==> config.mk <==
export PLATFORM = sky130hd
export DESIGN_NAME = sid_input_logic
export DESIGN_NICKNAME = d
export VERILOG_FILES = /design/src/sid_pkg.sv /design/src/sid_input_logic.sv /design/src/sid_probe_mem.sv
export VERILOG_INCLUDE_DIRS = /design/src
export SDC_FILE = /design/constraint.sdc
export NUM_CORES = 1
export LEC_CHECK = 0
export BUFFER_PORTS_ARGS = -buffer_cell sky130_fd_sc_hd__buf_4
export CORE_MARGIN = 10
export CORE_UTILIZATION = 35
export CTS_CLUSTER_SIZE = 25
export DETAILED_ROUTE_END_ITERATION = 10
export PLACE_DENSITY = 0.59
export SYNTH_ARGS = -nofsm -noshare
export SYNTH_HDL_FRONTEND = slang
export SYNTH_SLANG_ARGS = --single-unit
==> constraint.sdc <==
create_clock -name sys_clk_in -period 10.1 [get_ports sys_clk_in]
set_input_delay 1.01 -clock sys_clk_in [delete_from_list [all_inputs] [get_ports sys_clk_in]]
set_output_delay 1.01 -clock sys_clk_in [all_outputs]
set_load 0.005 [all_outputs]
==> src/sid_consts.svh <==
// sid_consts.svh: offsets-free constant set for the servo input-device logic
// assumes inclusion by bare name from the package and the top module
`ifndef SID_CONSTS_SVH
`define SID_CONSTS_SVH

`define SID_CLK_PERIOD_NS  10
`define SID_DEB_TIME_NS    10000
`define SID_DEB_CYC        ((`SID_DEB_TIME_NS + `SID_CLK_PERIOD_NS - 1) / `SID_CLK_PERIOD_NS)
`define SID_CNT_W          12
`define SID_POS_W          32
`define SID_NUM_GP         5
`define SID_NUM_PROBE      3

`define SID_STOP_IMMEDIATE 2'h0
`define SID_STOP_DECEL     2'h2
`define SID_USAGE_ON       1'h0
`define SID_USAGE_OFF      1'h1

`define SID_ASSIGN_A_RST   4'h1
`define SID_ASSIGN_B_RST   4'h2
`define SID_ASSIGN_C_RST   4'h3
`define SID_ASSIGN_D_RST   4'h0
`define SID_ASSIGN_E_RST   4'h0

`endif

==> src/sid_pkg.sv <==
// sid_pkg.sv: types shared by the servo input-device logic
// assumes sid_consts.svh on the include path
package sid_pkg;
    `include "sid_consts.svh"

    typedef enum logic [1:0] {
        SID_ST_RUN   = 2'b00,
        SID_ST_DECEL = 2'b01,
        SID_ST_SHUT  = 2'b10
    } sid_state_type;

    typedef enum logic [3:0] {
        SID_FN_NONE   = 4'b0000,
        SID_FN_FWD    = 4'b0001,
        SID_FN_REV    = 4'b0010,
        SID_FN_DOG    = 4'b0011,
        SID_FN_PROP   = 4'b0100,
        SID_FN_GAIN_A = 4'b0101,
        SID_FN_GAIN_B = 4'b0110,
        SID_FN_LOOP   = 4'b0111,
        SID_FN_PR1    = 4'b1000,
        SID_FN_PR2    = 4'b1001,
        SID_FN_PR3    = 4'b1010
    } sid_func_type;
endpackage

==> src/sid_input_logic.sv <==
// sid_input_logic.sv: discrete input interpretation for the servo amplifier
// assumes raw 24 V inputs already level-shifted to logic; 1 means contact on
//
// Notes on behaviour
// (RULE1) decel-type stop off: commanded deceleration to stop
// (RULE2) decel-type stop back on leaves stop
// (RULE3) only one stop input type used, by config
// (RULE4) torque mode: decel-type acts as shutoff-type
// (RULE5) usage digit 1 ignores both stop inputs
// (RULE6) method 0: brake interlock drops immediately
// (RULE7) method 2: brake interlock drops after deceleration
// (RULE8) shutoff-type off: base off, dynamic brake on
// (RULE9) shutoff-type back on releases stop
// (RULE10) each direction permitted only while its stroke-end on
// (RULE11) stroke-end off: stop and servo-lock; code locks only while a move toward that end is requested
// (RULE12) proportional input selects pure proportional speed loop
// (RULE13) controller should avoid proportional input in torque mode
// (RULE14) gain input a selects first alternate set
// (RULE15) gain input b selects second alternate set
// (RULE16) both gain inputs: second set wins
// (RULE17) dog detect polarity follows dog polarity setting
// (RULE18) loop select picks semi/fully closed when enabled
// (RULE19) probe input rising latches current position; with rises in one cycle only the lowest channel is stored
// (RULE20) general pins mapped by assignment; stop pin fixed
// (RULE21) all inputs synchronised and debounced first
`timescale 1ns/10ps
`default_nettype none
`include "sid_consts.svh"
module sid_input_logic
    import sid_pkg::*;
#(
    parameter int DEB_CYC = `SID_DEB_CYC,
    parameter int POS_W   = `SID_POS_W
) (
    // clock and reset
    input  wire logic             sys_clk_in,
    input  wire logic             rst_b_in,
    // fixed forced stop pins
    input  wire logic             decel_forced_stop_in,
    input  wire logic             shutoff_forced_stop_in,
    // assignable general pins
    input  wire logic [4:0]       gp_pin_in,
    // configuration
    input  wire logic [1:0]       stop_method_digit_in,
    input  wire logic             forced_stop_usage_digit_in,
    input  wire logic             dog_polarity_setting_in,
    input  wire logic             loop_switch_enable_setting_in,
    input  wire logic             assign_load_in,
    input  wire logic [3:0]       input_assign_a_in,
    input  wire logic [3:0]       input_assign_b_in,
    input  wire logic [3:0]       input_assign_c_in,
    input  wire logic [3:0]       input_assign_d_in,
    input  wire logic [3:0]       input_assign_e_in,
    // drive status
    input  wire logic             torque_mode_in,
    input  wire logic             servo_on_in,
    input  wire logic             alarm_in,
    input  wire logic             decel_done_in,
    input  wire logic             move_pos_req_in,
    input  wire logic             move_neg_req_in,
    input  wire logic [POS_W-1:0] position_in,
    // probe readout
    input  wire logic [1:0]       probe_rd_sel_in,
    input  wire logic [2:0]       probe_clr_in,
    // actions
    output logic                  decel_cmd_out,
    output logic                  base_shutoff_out,
    output logic                  dyn_brake_out,
    output logic                  brake_interlock_out,
    output logic                  fwd_permit_out,
    output logic                  rev_permit_out,
    output logic                  servo_lock_out,
    output logic                  prop_mode_out,
    output logic [1:0]            gain_set_out,
    output logic                  dog_detect_out,
    output logic                  full_closed_out,
    output logic [2:0]            probe_flag_out,
    output logic [POS_W-1:0]      probe_pos_out
);
    localparam int NIN = 7;
    localparam logic [`SID_CNT_W-1:0] DEB_LAST = `SID_CNT_W'(DEB_CYC - 1);

    // input conditioning: two-flop sync then stable-count filter
    logic [NIN-1:0] raw;
    logic [NIN-1:0] sync1_r;
    logic [NIN-1:0] sync2_r;
    logic [NIN-1:0] filt_r;
    logic [NIN-1:0] filt_nxt;
    logic [NIN-1:0] filt_d_r;
    logic [`SID_CNT_W-1:0] cnt_r   [NIN];
    logic [`SID_CNT_W-1:0] cnt_nxt [NIN];

    assign raw = {shutoff_forced_stop_in, decel_forced_stop_in, gp_pin_in};

    genvar gi;
    generate
        for (gi = 0; gi < NIN; gi++) begin : g_deb
            always_comb begin
                filt_nxt[gi] = filt_r[gi];
                cnt_nxt[gi]  = '0;
                if (sync2_r[gi] != filt_r[gi]) begin
                    if (cnt_r[gi] >= DEB_LAST) begin
                        filt_nxt[gi] = sync2_r[gi]; // [RULE21]
                    end else begin
                        cnt_nxt[gi] = cnt_r[gi] + `SID_CNT_W'(1);
                    end
                end
            end

            always_ff @(posedge sys_clk_in) begin
                if (!rst_b_in) begin
                    sync1_r[gi]  <= 1'b0;
                    sync2_r[gi]  <= 1'b0;
                    filt_r[gi]   <= 1'b0;
                    filt_d_r[gi] <= 1'b0;
                    cnt_r[gi]    <= '0;
                end else begin
                    sync1_r[gi]  <= raw[gi];
                    sync2_r[gi]  <= sync1_r[gi]; // [RULE21]
                    filt_r[gi]   <= filt_nxt[gi];
                    filt_d_r[gi] <= filt_r[gi];
                    cnt_r[gi]    <= cnt_nxt[gi];
                end
            end
        end
    endgenerate

    // pin assignment table; reset gives the stroke ends and the dog
    logic [3:0] asg_r   [`SID_NUM_GP];
    logic [3:0] asg_nxt [`SID_NUM_GP];

    always_comb begin
        for (int i = 0; i < `SID_NUM_GP; i++) begin
            asg_nxt[i] = asg_r[i];
        end
        if (assign_load_in) begin
            asg_nxt[0] = input_assign_a_in; // [RULE20]
            asg_nxt[1] = input_assign_b_in;
            asg_nxt[2] = input_assign_c_in;
            asg_nxt[3] = input_assign_d_in;
            asg_nxt[4] = input_assign_e_in;
        end
    end

    always_ff @(posedge sys_clk_in) begin
        if (!rst_b_in) begin
            asg_r[0] <= `SID_ASSIGN_A_RST; // [RULE20]
            asg_r[1] <= `SID_ASSIGN_B_RST;
            asg_r[2] <= `SID_ASSIGN_C_RST;
            asg_r[3] <= `SID_ASSIGN_D_RST;
            asg_r[4] <= `SID_ASSIGN_E_RST;
        end else begin
            for (int i = 0; i < `SID_NUM_GP; i++) begin
                asg_r[i] <= asg_nxt[i];
            end
        end
    end

    // level of a function: or over every pin assigned to it.
    // probes may only sit on the last two pins, others decode as unused
    function automatic logic func_level(input logic [4:0] lvl,
                                        input logic [19:0] codes,
                                        input sid_func_type fn);
        logic hit;
        hit = 1'b0;
        for (int p = 0; p < `SID_NUM_GP; p++) begin
            if (codes[p*4 +: 4] == fn && (fn < SID_FN_PR1 || p >= 3)) begin
                hit = hit | lvl[p];
            end
        end
        return hit;
    endfunction

    logic [19:0] codes;
    logic [4:0]  gp_lvl;
    logic [4:0]  gp_prev;
    logic        fwd_stroke_end;
    logic        rev_stroke_end;
    logic        dog_level;
    logic        prop_ctrl;
    logic        gain_sel_a;
    logic        gain_sel_b;
    logic        loop_select;
    logic [2:0]  probe_now;
    logic [2:0]  probe_was;

    assign codes   = {asg_r[4], asg_r[3], asg_r[2], asg_r[1], asg_r[0]};
    assign gp_lvl  = filt_r[4:0];
    assign gp_prev = filt_d_r[4:0];

    assign fwd_stroke_end = func_level(gp_lvl, codes, SID_FN_FWD); // [RULE20]
    assign rev_stroke_end = func_level(gp_lvl, codes, SID_FN_REV);
    assign dog_level      = func_level(gp_lvl, codes, SID_FN_DOG);
    assign prop_ctrl      = func_level(gp_lvl, codes, SID_FN_PROP);
    assign gain_sel_a     = func_level(gp_lvl, codes, SID_FN_GAIN_A);
    assign gain_sel_b     = func_level(gp_lvl, codes, SID_FN_GAIN_B);
    assign loop_select    = func_level(gp_lvl, codes, SID_FN_LOOP);
    assign probe_now[0]   = func_level(gp_lvl, codes, SID_FN_PR1);
    assign probe_now[1]   = func_level(gp_lvl, codes, SID_FN_PR2);
    assign probe_now[2]   = func_level(gp_lvl, codes, SID_FN_PR3);
    assign probe_was[0]   = func_level(gp_prev, codes, SID_FN_PR1);
    assign probe_was[1]   = func_level(gp_prev, codes, SID_FN_PR2);
    assign probe_was[2]   = func_level(gp_prev, codes, SID_FN_PR3);

    // forced stop: the stop method digit picks which pin is live
    logic use_decel_pin;
    logic stop_req;
    logic soft_stop;

    always_comb begin
        use_decel_pin = (stop_method_digit_in == `SID_STOP_DECEL); // [RULE3]
        stop_req      = 1'b0;
        if (forced_stop_usage_digit_in == `SID_USAGE_ON) begin // [RULE5]
            stop_req = use_decel_pin ? !filt_r[5] : !filt_r[6]; // [RULE1] [RULE8]
        end
        // torque mode turns a decel-type stop into a shutoff stop
        soft_stop = use_decel_pin && !torque_mode_in; // [RULE4]
    end

    // stop sequencing
    sid_state_type st_r;
    sid_state_type st_nxt;

    always_comb begin
        st_nxt = st_r;
        case (st_r)
            SID_ST_RUN: begin
                if (stop_req || alarm_in) begin
                    st_nxt = soft_stop ? SID_ST_DECEL : SID_ST_SHUT; // [RULE1] [RULE8] [RULE6]
                end
            end
            SID_ST_DECEL: begin
                if (!stop_req && !alarm_in) begin
                    st_nxt = SID_ST_RUN; // [RULE2]
                end else if (!soft_stop || decel_done_in) begin
                    st_nxt = SID_ST_SHUT; // [RULE7]
                end
            end
            SID_ST_SHUT: begin
                if (!stop_req && !alarm_in) begin
                    st_nxt = SID_ST_RUN; // [RULE9] [RULE2]
                end
            end
            default: begin
                st_nxt = SID_ST_SHUT;
            end
        endcase
    end

    // registered outputs
    logic             decel_nxt;
    logic             shut_nxt;
    logic             brake_nxt;
    logic             fwd_nxt;
    logic             rev_nxt;
    logic             lock_nxt;
    logic             prop_nxt;
    logic [1:0]       gain_nxt;
    logic             dog_nxt;
    logic             closed_nxt;
    logic [2:0]       pflag_nxt;
    logic [2:0]       prise;
    logic             pwr_en;
    logic [1:0]       pwr_addr;

    always_comb begin
        decel_nxt  = (st_nxt == SID_ST_DECEL); // [RULE1]
        shut_nxt   = (st_nxt == SID_ST_SHUT); // [RULE8]
        // brake stays released through deceleration, drops on shutoff
        brake_nxt  = servo_on_in && (st_nxt != SID_ST_SHUT); // [RULE6] [RULE7]
        fwd_nxt    = fwd_stroke_end; // [RULE10]
        rev_nxt    = rev_stroke_end; // [RULE10]
        lock_nxt   = (move_pos_req_in && !fwd_stroke_end)
                   || (move_neg_req_in && !rev_stroke_end); // [RULE11]
        prop_nxt   = prop_ctrl; // [RULE12]
        gain_nxt   = gain_sel_b ? 2'h2 : (gain_sel_a ? 2'h1 : 2'h0); // [RULE14] [RULE15] [RULE16]
        dog_nxt    = dog_polarity_setting_in ? !dog_level : dog_level; // [RULE17]
        closed_nxt = loop_switch_enable_setting_in && loop_select; // [RULE18]
        prise      = probe_now & ~probe_was;
        // a new latch wins over a clear arriving in the same cycle
        pflag_nxt  = (probe_flag_out & ~probe_clr_in) | prise;
        pwr_en     = |prise; // [RULE19]
        // simultaneous edges: only the lowest channel stored, others lost
        pwr_addr   = prise[0] ? 2'h0 : (prise[1] ? 2'h1 : 2'h2);
    end

    always_ff @(posedge sys_clk_in) begin
        if (!rst_b_in) begin
            st_r                <= SID_ST_SHUT;
            decel_cmd_out       <= 1'b0;
            base_shutoff_out    <= 1'b1;
            dyn_brake_out       <= 1'b1;
            brake_interlock_out <= 1'b0;
            fwd_permit_out      <= 1'b0;
            rev_permit_out      <= 1'b0;
            servo_lock_out      <= 1'b0;
            prop_mode_out       <= 1'b0;
            gain_set_out        <= 2'h0;
            dog_detect_out      <= 1'b0;
            full_closed_out     <= 1'b0;
            probe_flag_out      <= 3'h0;
        end else begin
            st_r                <= st_nxt;
            decel_cmd_out       <= decel_nxt;
            base_shutoff_out    <= shut_nxt;
            dyn_brake_out       <= shut_nxt;
            brake_interlock_out <= brake_nxt;
            fwd_permit_out      <= fwd_nxt;
            rev_permit_out      <= rev_nxt;
            servo_lock_out      <= lock_nxt;
            prop_mode_out       <= prop_nxt;
            gain_set_out        <= gain_nxt;
            dog_detect_out      <= dog_nxt;
            full_closed_out     <= closed_nxt;
            probe_flag_out      <= pflag_nxt;
        end
    end

    sid_probe_mem #(
        .DEPTH (`SID_NUM_PROBE),
        .WIDTH (POS_W),
        .AW    (2)
    ) u_probe_mem (
        .sys_clk_in  (sys_clk_in),
        .rst_b_in    (rst_b_in),
        .wr_en_in    (pwr_en),
        .wr_addr_in  (pwr_addr),
        .wr_data_in  (position_in), // [RULE19]
        .rd_addr_in  (probe_rd_sel_in),
        .rd_data_out (probe_pos_out)
    );
endmodule // sid_input_logic
`default_nettype wire

==> src/sid_probe_mem.sv <==
// sid_probe_mem.sv: latched touch-probe positions, one word per channel
// assumes one write per cycle at most; read data is registered
`timescale 1ns/10ps
`default_nettype none
module sid_probe_mem #(
    parameter int DEPTH = 3,
    parameter int WIDTH = 32,
    parameter int AW    = 2
) (
    // clock and reset
    input  wire logic             sys_clk_in,
    input  wire logic             rst_b_in,
    // write port
    input  wire logic             wr_en_in,
    input  wire logic [AW-1:0]    wr_addr_in,
    input  wire logic [WIDTH-1:0] wr_data_in,
    // read port
    input  wire logic [AW-1:0]    rd_addr_in,
    output logic      [WIDTH-1:0] rd_data_out
);
    logic [WIDTH-1:0] mem_r [DEPTH];
    logic [WIDTH-1:0] rd_nxt;

    always_comb begin
        rd_nxt = '0;
        if (int'(rd_addr_in) < DEPTH) begin
            rd_nxt = mem_r[rd_addr_in];
        end
    end

    always_ff @(posedge sys_clk_in) begin
        if (!rst_b_in) begin
            rd_data_out <= '0;
        end else begin
            rd_data_out <= rd_nxt;
        end
    end

    always_ff @(posedge sys_clk_in) begin
        if (wr_en_in && int'(wr_addr_in) < DEPTH) begin
            mem_r[wr_addr_in] <= wr_data_in;
        end
    end
endmodule // sid_probe_mem
`default_nettype wire

==> results of run 1 <==
[layer usage]
layer  share of wire  up-vias  GRT usage
met2            0.45      136      0.182
met3           0.061       27     0.0294
met1            0.46     2994      0.144
met5               0        -          0
met4           0.020        0     0.0333
li1                -     3261          -
[worst reg2reg max path, delay by kind of cell, from the launching register on]
kind	cells	cell delay, ns
and+or+nand+nor	2	1.04
AOI/OAI and AO/OA	2	0.61
DFF	1	0.34
buffers and inverters	1	0.31
[state kept, by name, summed over array words and instances (netlist names), 2 cells and up]
name / cells
probe_flag_out: 3
asg_r: 20
filt_r: 7
filt_d_r: 2
st_r: 2
u_probe_mem.mem_r: 96
cnt_r: 84
u_probe_mem.rd_data_out: 32
sync1_r: 7
gain_set_out: 2
sync2_r: 7
[logic make-up (layout without fill, tap and decap cells)]
kind of cell / count (synthesis) / after routing / synth area share
AO/OA/AOI/OAI: 83 / 83 / 0.0659
XOR/XNOR: 56 / 56 / 0.0480
adder cells (fa/ha/maj): 7 / 7 / 0.00857
buffers and inverters: 39 / 194 / 0.0159
flip-flops: 271 / 271 / 0.625
multiplexers: 60 / 60 / 0.0588
other: 1 / 15 / 0.000367
AND/OR/NAND/NOR: 330 / 330 / 0.177
[through the flow]
stage | cells | worst slack [ns] | total power, W | cell area [µm²]
6_report | 1400 | 7.40 | 0.00230 | 12600
5_1_grt | 1399 | 7.13 | 0.00239 | 12600
4_1_cts | 1399 | 7.32 | 0.00234 | 12600
3_5_place_dp | 1344 | 7.35 | 0.00129 | 11600
3_3_place_gp | 1344 | 7.34 | 0.00129 | 11600
2_1_floorplan | 860 | 5.87 | 0.00124 | 10300
[power breakdown]
group	internal [W]	switching, W	leakage (nW)
logic	0.0000541	0.0000482	1.94
registers	0.00115	0.0000146	2.29
clock network	0.000625	0.000413	0.461
[area by class of cell]
cell class | instances | area share
flip-flops and latches | 271 | 0.508
multi-input cells | 550 | 0.298
repair buffers | 127 | 0.0759
clock buffers | 50 | 0.0714
well taps | 384 | 0.0383
clock inverters | 5 | 0.00418
inverters | 12 | 0.00359
diodes | 1 | 0.000199
[placed cells by master (no fill, tap or decap), types with 31 or more instances in the layout]
master       n
o21ai_0     32
nor2b_1     34
buf_4      127
nor2_1      84
dfxtp_1    175
and2_1      50
mux2i_1     60
clkbuf_16   31
edfxtp_1    96
nand2_1     60
[final timing paths]
kind                                  start                                 end  slack, ns
setup reg to reg  asg_r[0][14]$_SDFFE_PN0P_  u_probe_mem.mem_r[1][31]$_DFFE_PP_       7.40
hold reg to reg       sync1_r[6]$_SDFF_PN0_               sync2_r[6]$_SDFF_PN0_       0.43
setup / recovery  asg_r[0][14]$_SDFFE_PN0P_  u_probe_mem.mem_r[1][31]$_DFFE_PP_       7.40
hold / removal        sync1_r[6]$_SDFF_PN0_               sync2_r[6]$_SDFF_PN0_       0.43
==> impl_metrics.ini, run 1 <==
[timing]
fin_skew_ns = 0.00708
finalSetupTns_ns = 0
setup_viol = 0
worst_slew_pin_slew_ns = 0.989
max_freq_mhz = 370
rsz0062_at_grt = false
hold_slack_ns = 0.429
hold_viol = 0
fin_crit_sh = 0.268
maxSlewHeadroom = 0.340
fin_crit_ns = 2.70
maxSlewViolCount = 0

[yosys]
synth_ff_type = dfxtp_1
synthCells = 847
synth_cell_type_count = 51
synth_most_common_cell = dfxtp_1
ys_seq_area_frac = 0.625
synthArstFlopShare = 0
synth_edf_count = 96
synth_warnings = 0
ys_ff_latch = 271
synth_top_area_frac = 0.343
syn_area_um2 = 10200
synth_area_per_cell_um2 = 12.1
yosys-top-cells-area = dfxtp_1 (34%), edfxtp_1 (28%), mux2i_1 (5.9%), nor2_1 (3.1%), and2_1 (3.1%)
netlist.top_cell.by_area = dfxtp_1
synth_common_cells = dfxtp_1 (175), edfxtp_1 (96), nor2_1 (84)

[cts]
clkSinkCount = 271
cts_inserted_buffers = 30
clk_latency_ns = 0.54
cts_resized = 0
cts_hold_buf = 0
cts-htree-levels = 1
path_clk_slew_ns = 0.06
clock-root-buffer = clkbuf_16
cts_setup_buffers = 0
cts_max_path_buffers = 3
cts_tree = done

[finish]
final_util = 0.436
multi_input_area_um2 = 3740
fin_nets = 1077
fill_cells = 2628
areaGrowthSynthToFinish_pct = 23.0
ff_latch_area_um2 = 6390
drive_above_1_share = 0.189

[worst_setup_path]
cp.arrival_ns = 2.86
r2r_cells = 5
cpPeakStageDelay_ns = 0.83
cp_max_fo = 35
end_kind = flop
crit_buf_inv = 1
crit_family = simple AND/OR/NAND/NOR gates
path_depth = 5
slowest_stage = nor2b_4
path_cells = nand3b_1 -> o311ai_0 -> o21ai_4 -> buf_4 -> nor2b_4
critPathKind = reg2reg
startpoint_type = flop
cp.required_ns = 10.26

[die]
io_pins = 125
rows = 62
die_y_um = 191
die_w_um = 191
core_area_um2 = 28800
start_util = 0.355
dieArea_um2 = 36400

[global_route]
grt_max_degree = 72
grt_pass1_vias = 6442
antenna_found_initial = 1
gr-usage-all-layers = 0.113
grt.overflow.total = 0
grt_pass1_wl_um = 33500

[routing]
detail-route-antenna-nets = 0
vias = 6418
vias_per_cell = 4.58
wl_um = 20900
drc = 0
wl_per_cell_um = 14.9
dr.pass1.iters = 4
drt_iter0_drc = 316

[run_status]
status = completed

[power_and_ir_drop]
leakage_nw = 4.69
ir_drop_v = 0.000137
powerDensity_nw_per_um2 = 183

[placement]
port_buffers = 124
gp_congestion = 0.769
dpl.hpwl_um = 13800

[run]
maxCapViolCount = 0

[min_path]
hold_class = reg2reg
holdPathStages = 1
Power figures use the tool's default switching activity.
==> run 2, diff against run 1 <==
==> constraint.sdc (replaced) <==
create_clock -name sys_clk_in -period 2.6 [get_ports sys_clk_in]
set_input_delay 0.26 -clock sys_clk_in [delete_from_list [all_inputs] [get_ports sys_clk_in]]
set_output_delay 0.26 -clock sys_clk_in [all_outputs]
set_load 0.005 [all_outputs]
==> impl_metrics.ini, run 2 (synthesized netlist as in run 1, its figures left out) <==
[timing]
maxSlewViolCount = 0
fin_skew_ns = 0.0166
maxSlewHeadroom = 0.371
finalSetupTns_ns = 0
fin_crit_sh = 0.886
fin_ws_ns = 0.296
setup_viol = 0
fin_crit_ns = 2.30
hold_slack_ns = 0.0105
max_freq_mhz = 434
worst_slew_pin_slew_ns = 0.939
hold_viol = 0
rsz0062_at_grt = false

[worst_setup_path]
r2r_start = asg_r[0][17]$_SDFFE_PN0P_
cp_max_fo = 34
crit_family = buffers and inverters
rr_endpoint = u_probe_mem.mem_r[2][20]$_DFFE_PP_
end_kind = flop
r2r_cells = 6
cpPeakStageDelay_ns = 0.49
rrSetupSlack_ns = 0.30
crit_buf_inv = 2
cp.required_ns = 2.88
slowest_stage = buf_4
cp.arrival_ns = 2.59
critPathKind = reg2reg
startpoint_type = flop
path_cells = nor3b_1 -> o311ai_1 -> o21ai_4 -> buf_4 -> nor3_4 -> buf_12

[min_path]
holdPathStages = 3
whs_endpoint = asg_r[0][14]$_SDFFE_PN0P_
hp-start = input_assign_d_in[2]
hold_class = in2reg

[run]
maxCapViolCount = 0

[cts]
path_clk_slew_ns = 0.06
clkSinkCount = 271
cts_tree = done
clock-root-buffer = clkbuf_16
cts_inserted_buffers = 30
cts_max_path_buffers = 3
clk_latency_ns = 0.55
cts-htree-levels = 1

[routing]
drt_iter0_drc = 339
vias = 6682
dr.pass1.iters = 5
wl_per_cell_um = 14.7
detail-route-antenna-nets = 0
vias_per_cell = 4.54
wl_um = 21600
drc = 0

[power_and_ir_drop]
ir_drop_v = 0.000472
powerDensity_nw_per_um2 = 695
leakage_nw = 5.04

[global_route]
antenna_found_initial = 1
grt.overflow.total = 0
grt_pass1_wl_um = 35000
grt_max_degree = 38
grt_pass1_vias = 6650
gr-usage-all-layers = 0.117

[placement]
gp_congestion = 0.789
port_buffers = 124
preCtsSetupSlack_ns = 0.197
dpl.hpwl_um = 13900

[finish]
areaGrowthSynthToFinish_pct = 30.9
final_cell_mix = dfxtp_1 (175), buf_4 (134), edfxtp_1 (96)
final_common_cell = dfxtp_1
fin_nets = 1149
drive_above_1_share = 0.192
largest_reg_flops = 96
top_register = u_probe_mem.mem_r
reg.largest.list = u_probe_mem.mem_r (96), cnt_r (84), u_probe_mem.rd_data_out (32)

[die]
die_w_um = 191
core_area_um2 = 28800
rows = 62
dieArea_um2 = 36400
die_y_um = 191
start_util = 0.355
io_pins = 125

[run_status]
status = completed
[run 2: worst reg2reg max path: stages (launching register included)]
cell      delay (ns)
dfxtp_1         0.38
nor3b_1         0.35
o311ai_1        0.23
o21ai_4         0.31
buf_4           0.49
nor3_4          0.07
buf_12          0.20
[run 2: layout make-up]
| type | instances | area (µm²) |
|---|---|---|
| Antenna cell | 1 | 2.50 |
| Inverter | 12 | 45.0 |
| Fill cell | 2608 | 15400 |
| Sequential cell | 271 | 6390 |
| Timing Repair Buffer | 198 | 1670 |
| Multi-Input combinational cell | 551 | 3760 |
| Tap cell | 384 | 480 |
| Clock buffer | 42 | 908 |
| Clock inverter | 12 | 120 |
[run 2: worst max path at each step]
| stage | depth (start not counted) | from | slack, ns | endpoint |
|---|---|---|---|---|
| floorplan | 5 | asg_r[0][17]$_SDFFE_PN0P_ | 0.02 | u_probe_mem.mem_r[2][0]$_DFFE_PP_ |
| global placement | 4 | asg_r[0][17]$_SDFFE_PN0P_ | 0.22 | u_probe_mem.mem_r[1][14]$_DFFE_PP_ |
| detailed placement | 4 | asg_r[0][17]$_SDFFE_PN0P_ | 0.20 | u_probe_mem.mem_r[1][8]$_DFFE_PP_ |
| CTS | 4 | asg_r[0][17]$_SDFFE_PN0P_ | 0.18 | u_probe_mem.mem_r[1][5]$_DFFE_PP_ |
| global route | 6 | asg_r[0][17]$_SDFFE_PN0P_ | 0.16 | u_probe_mem.mem_r[2][11]$_DFFE_PP_ |
| finish | 6 | asg_r[0][17]$_SDFFE_PN0P_ | 0.30 | u_probe_mem.mem_r[2][20]$_DFFE_PP_ |
[run 2: timing repair]
item / CTS / global route
endpoints found under the hold margin: 126 / 0
buffers inserted: 0 / 0
endpoints found under the setup margin: 0 / 32
hold buffers: 62 / 0
resized for setup: 0 / 1
[run 2: routing by layer]
layer  track usage  wire (µm)  up-vias
met2         0.183       9710      159
li1              -          -     3392
met5             0          0        -
met1         0.156      10200     3101
met3        0.0300       1370       30
met4        0.0315        333        0
[run 2: report_power, final]
| part | leakage, nW | switching, W | internal (W) |
|---|---|---|---|
| registers | 2.29 | 0.0000504 | 0.00447 |
| logic | 2.24 | 0.000212 | 0.000279 |
| clock network | 0.506 | 0.00166 | 0.00262 |
[run 2: per-stage QoR]
step	utilization	cells	area, µm²	total power, W
2_1_floorplan	-	860	10300	0.00481
3_3_place_gp	0.407	1353	11700	0.00502
3_5_place_dp	0.407	1353	11700	0.00503
4_1_cts	0.464	1469	13400	0.00943
5_1_grt	0.464	1471	13400	0.00965
6_report	0.464	1471	13400	0.00930
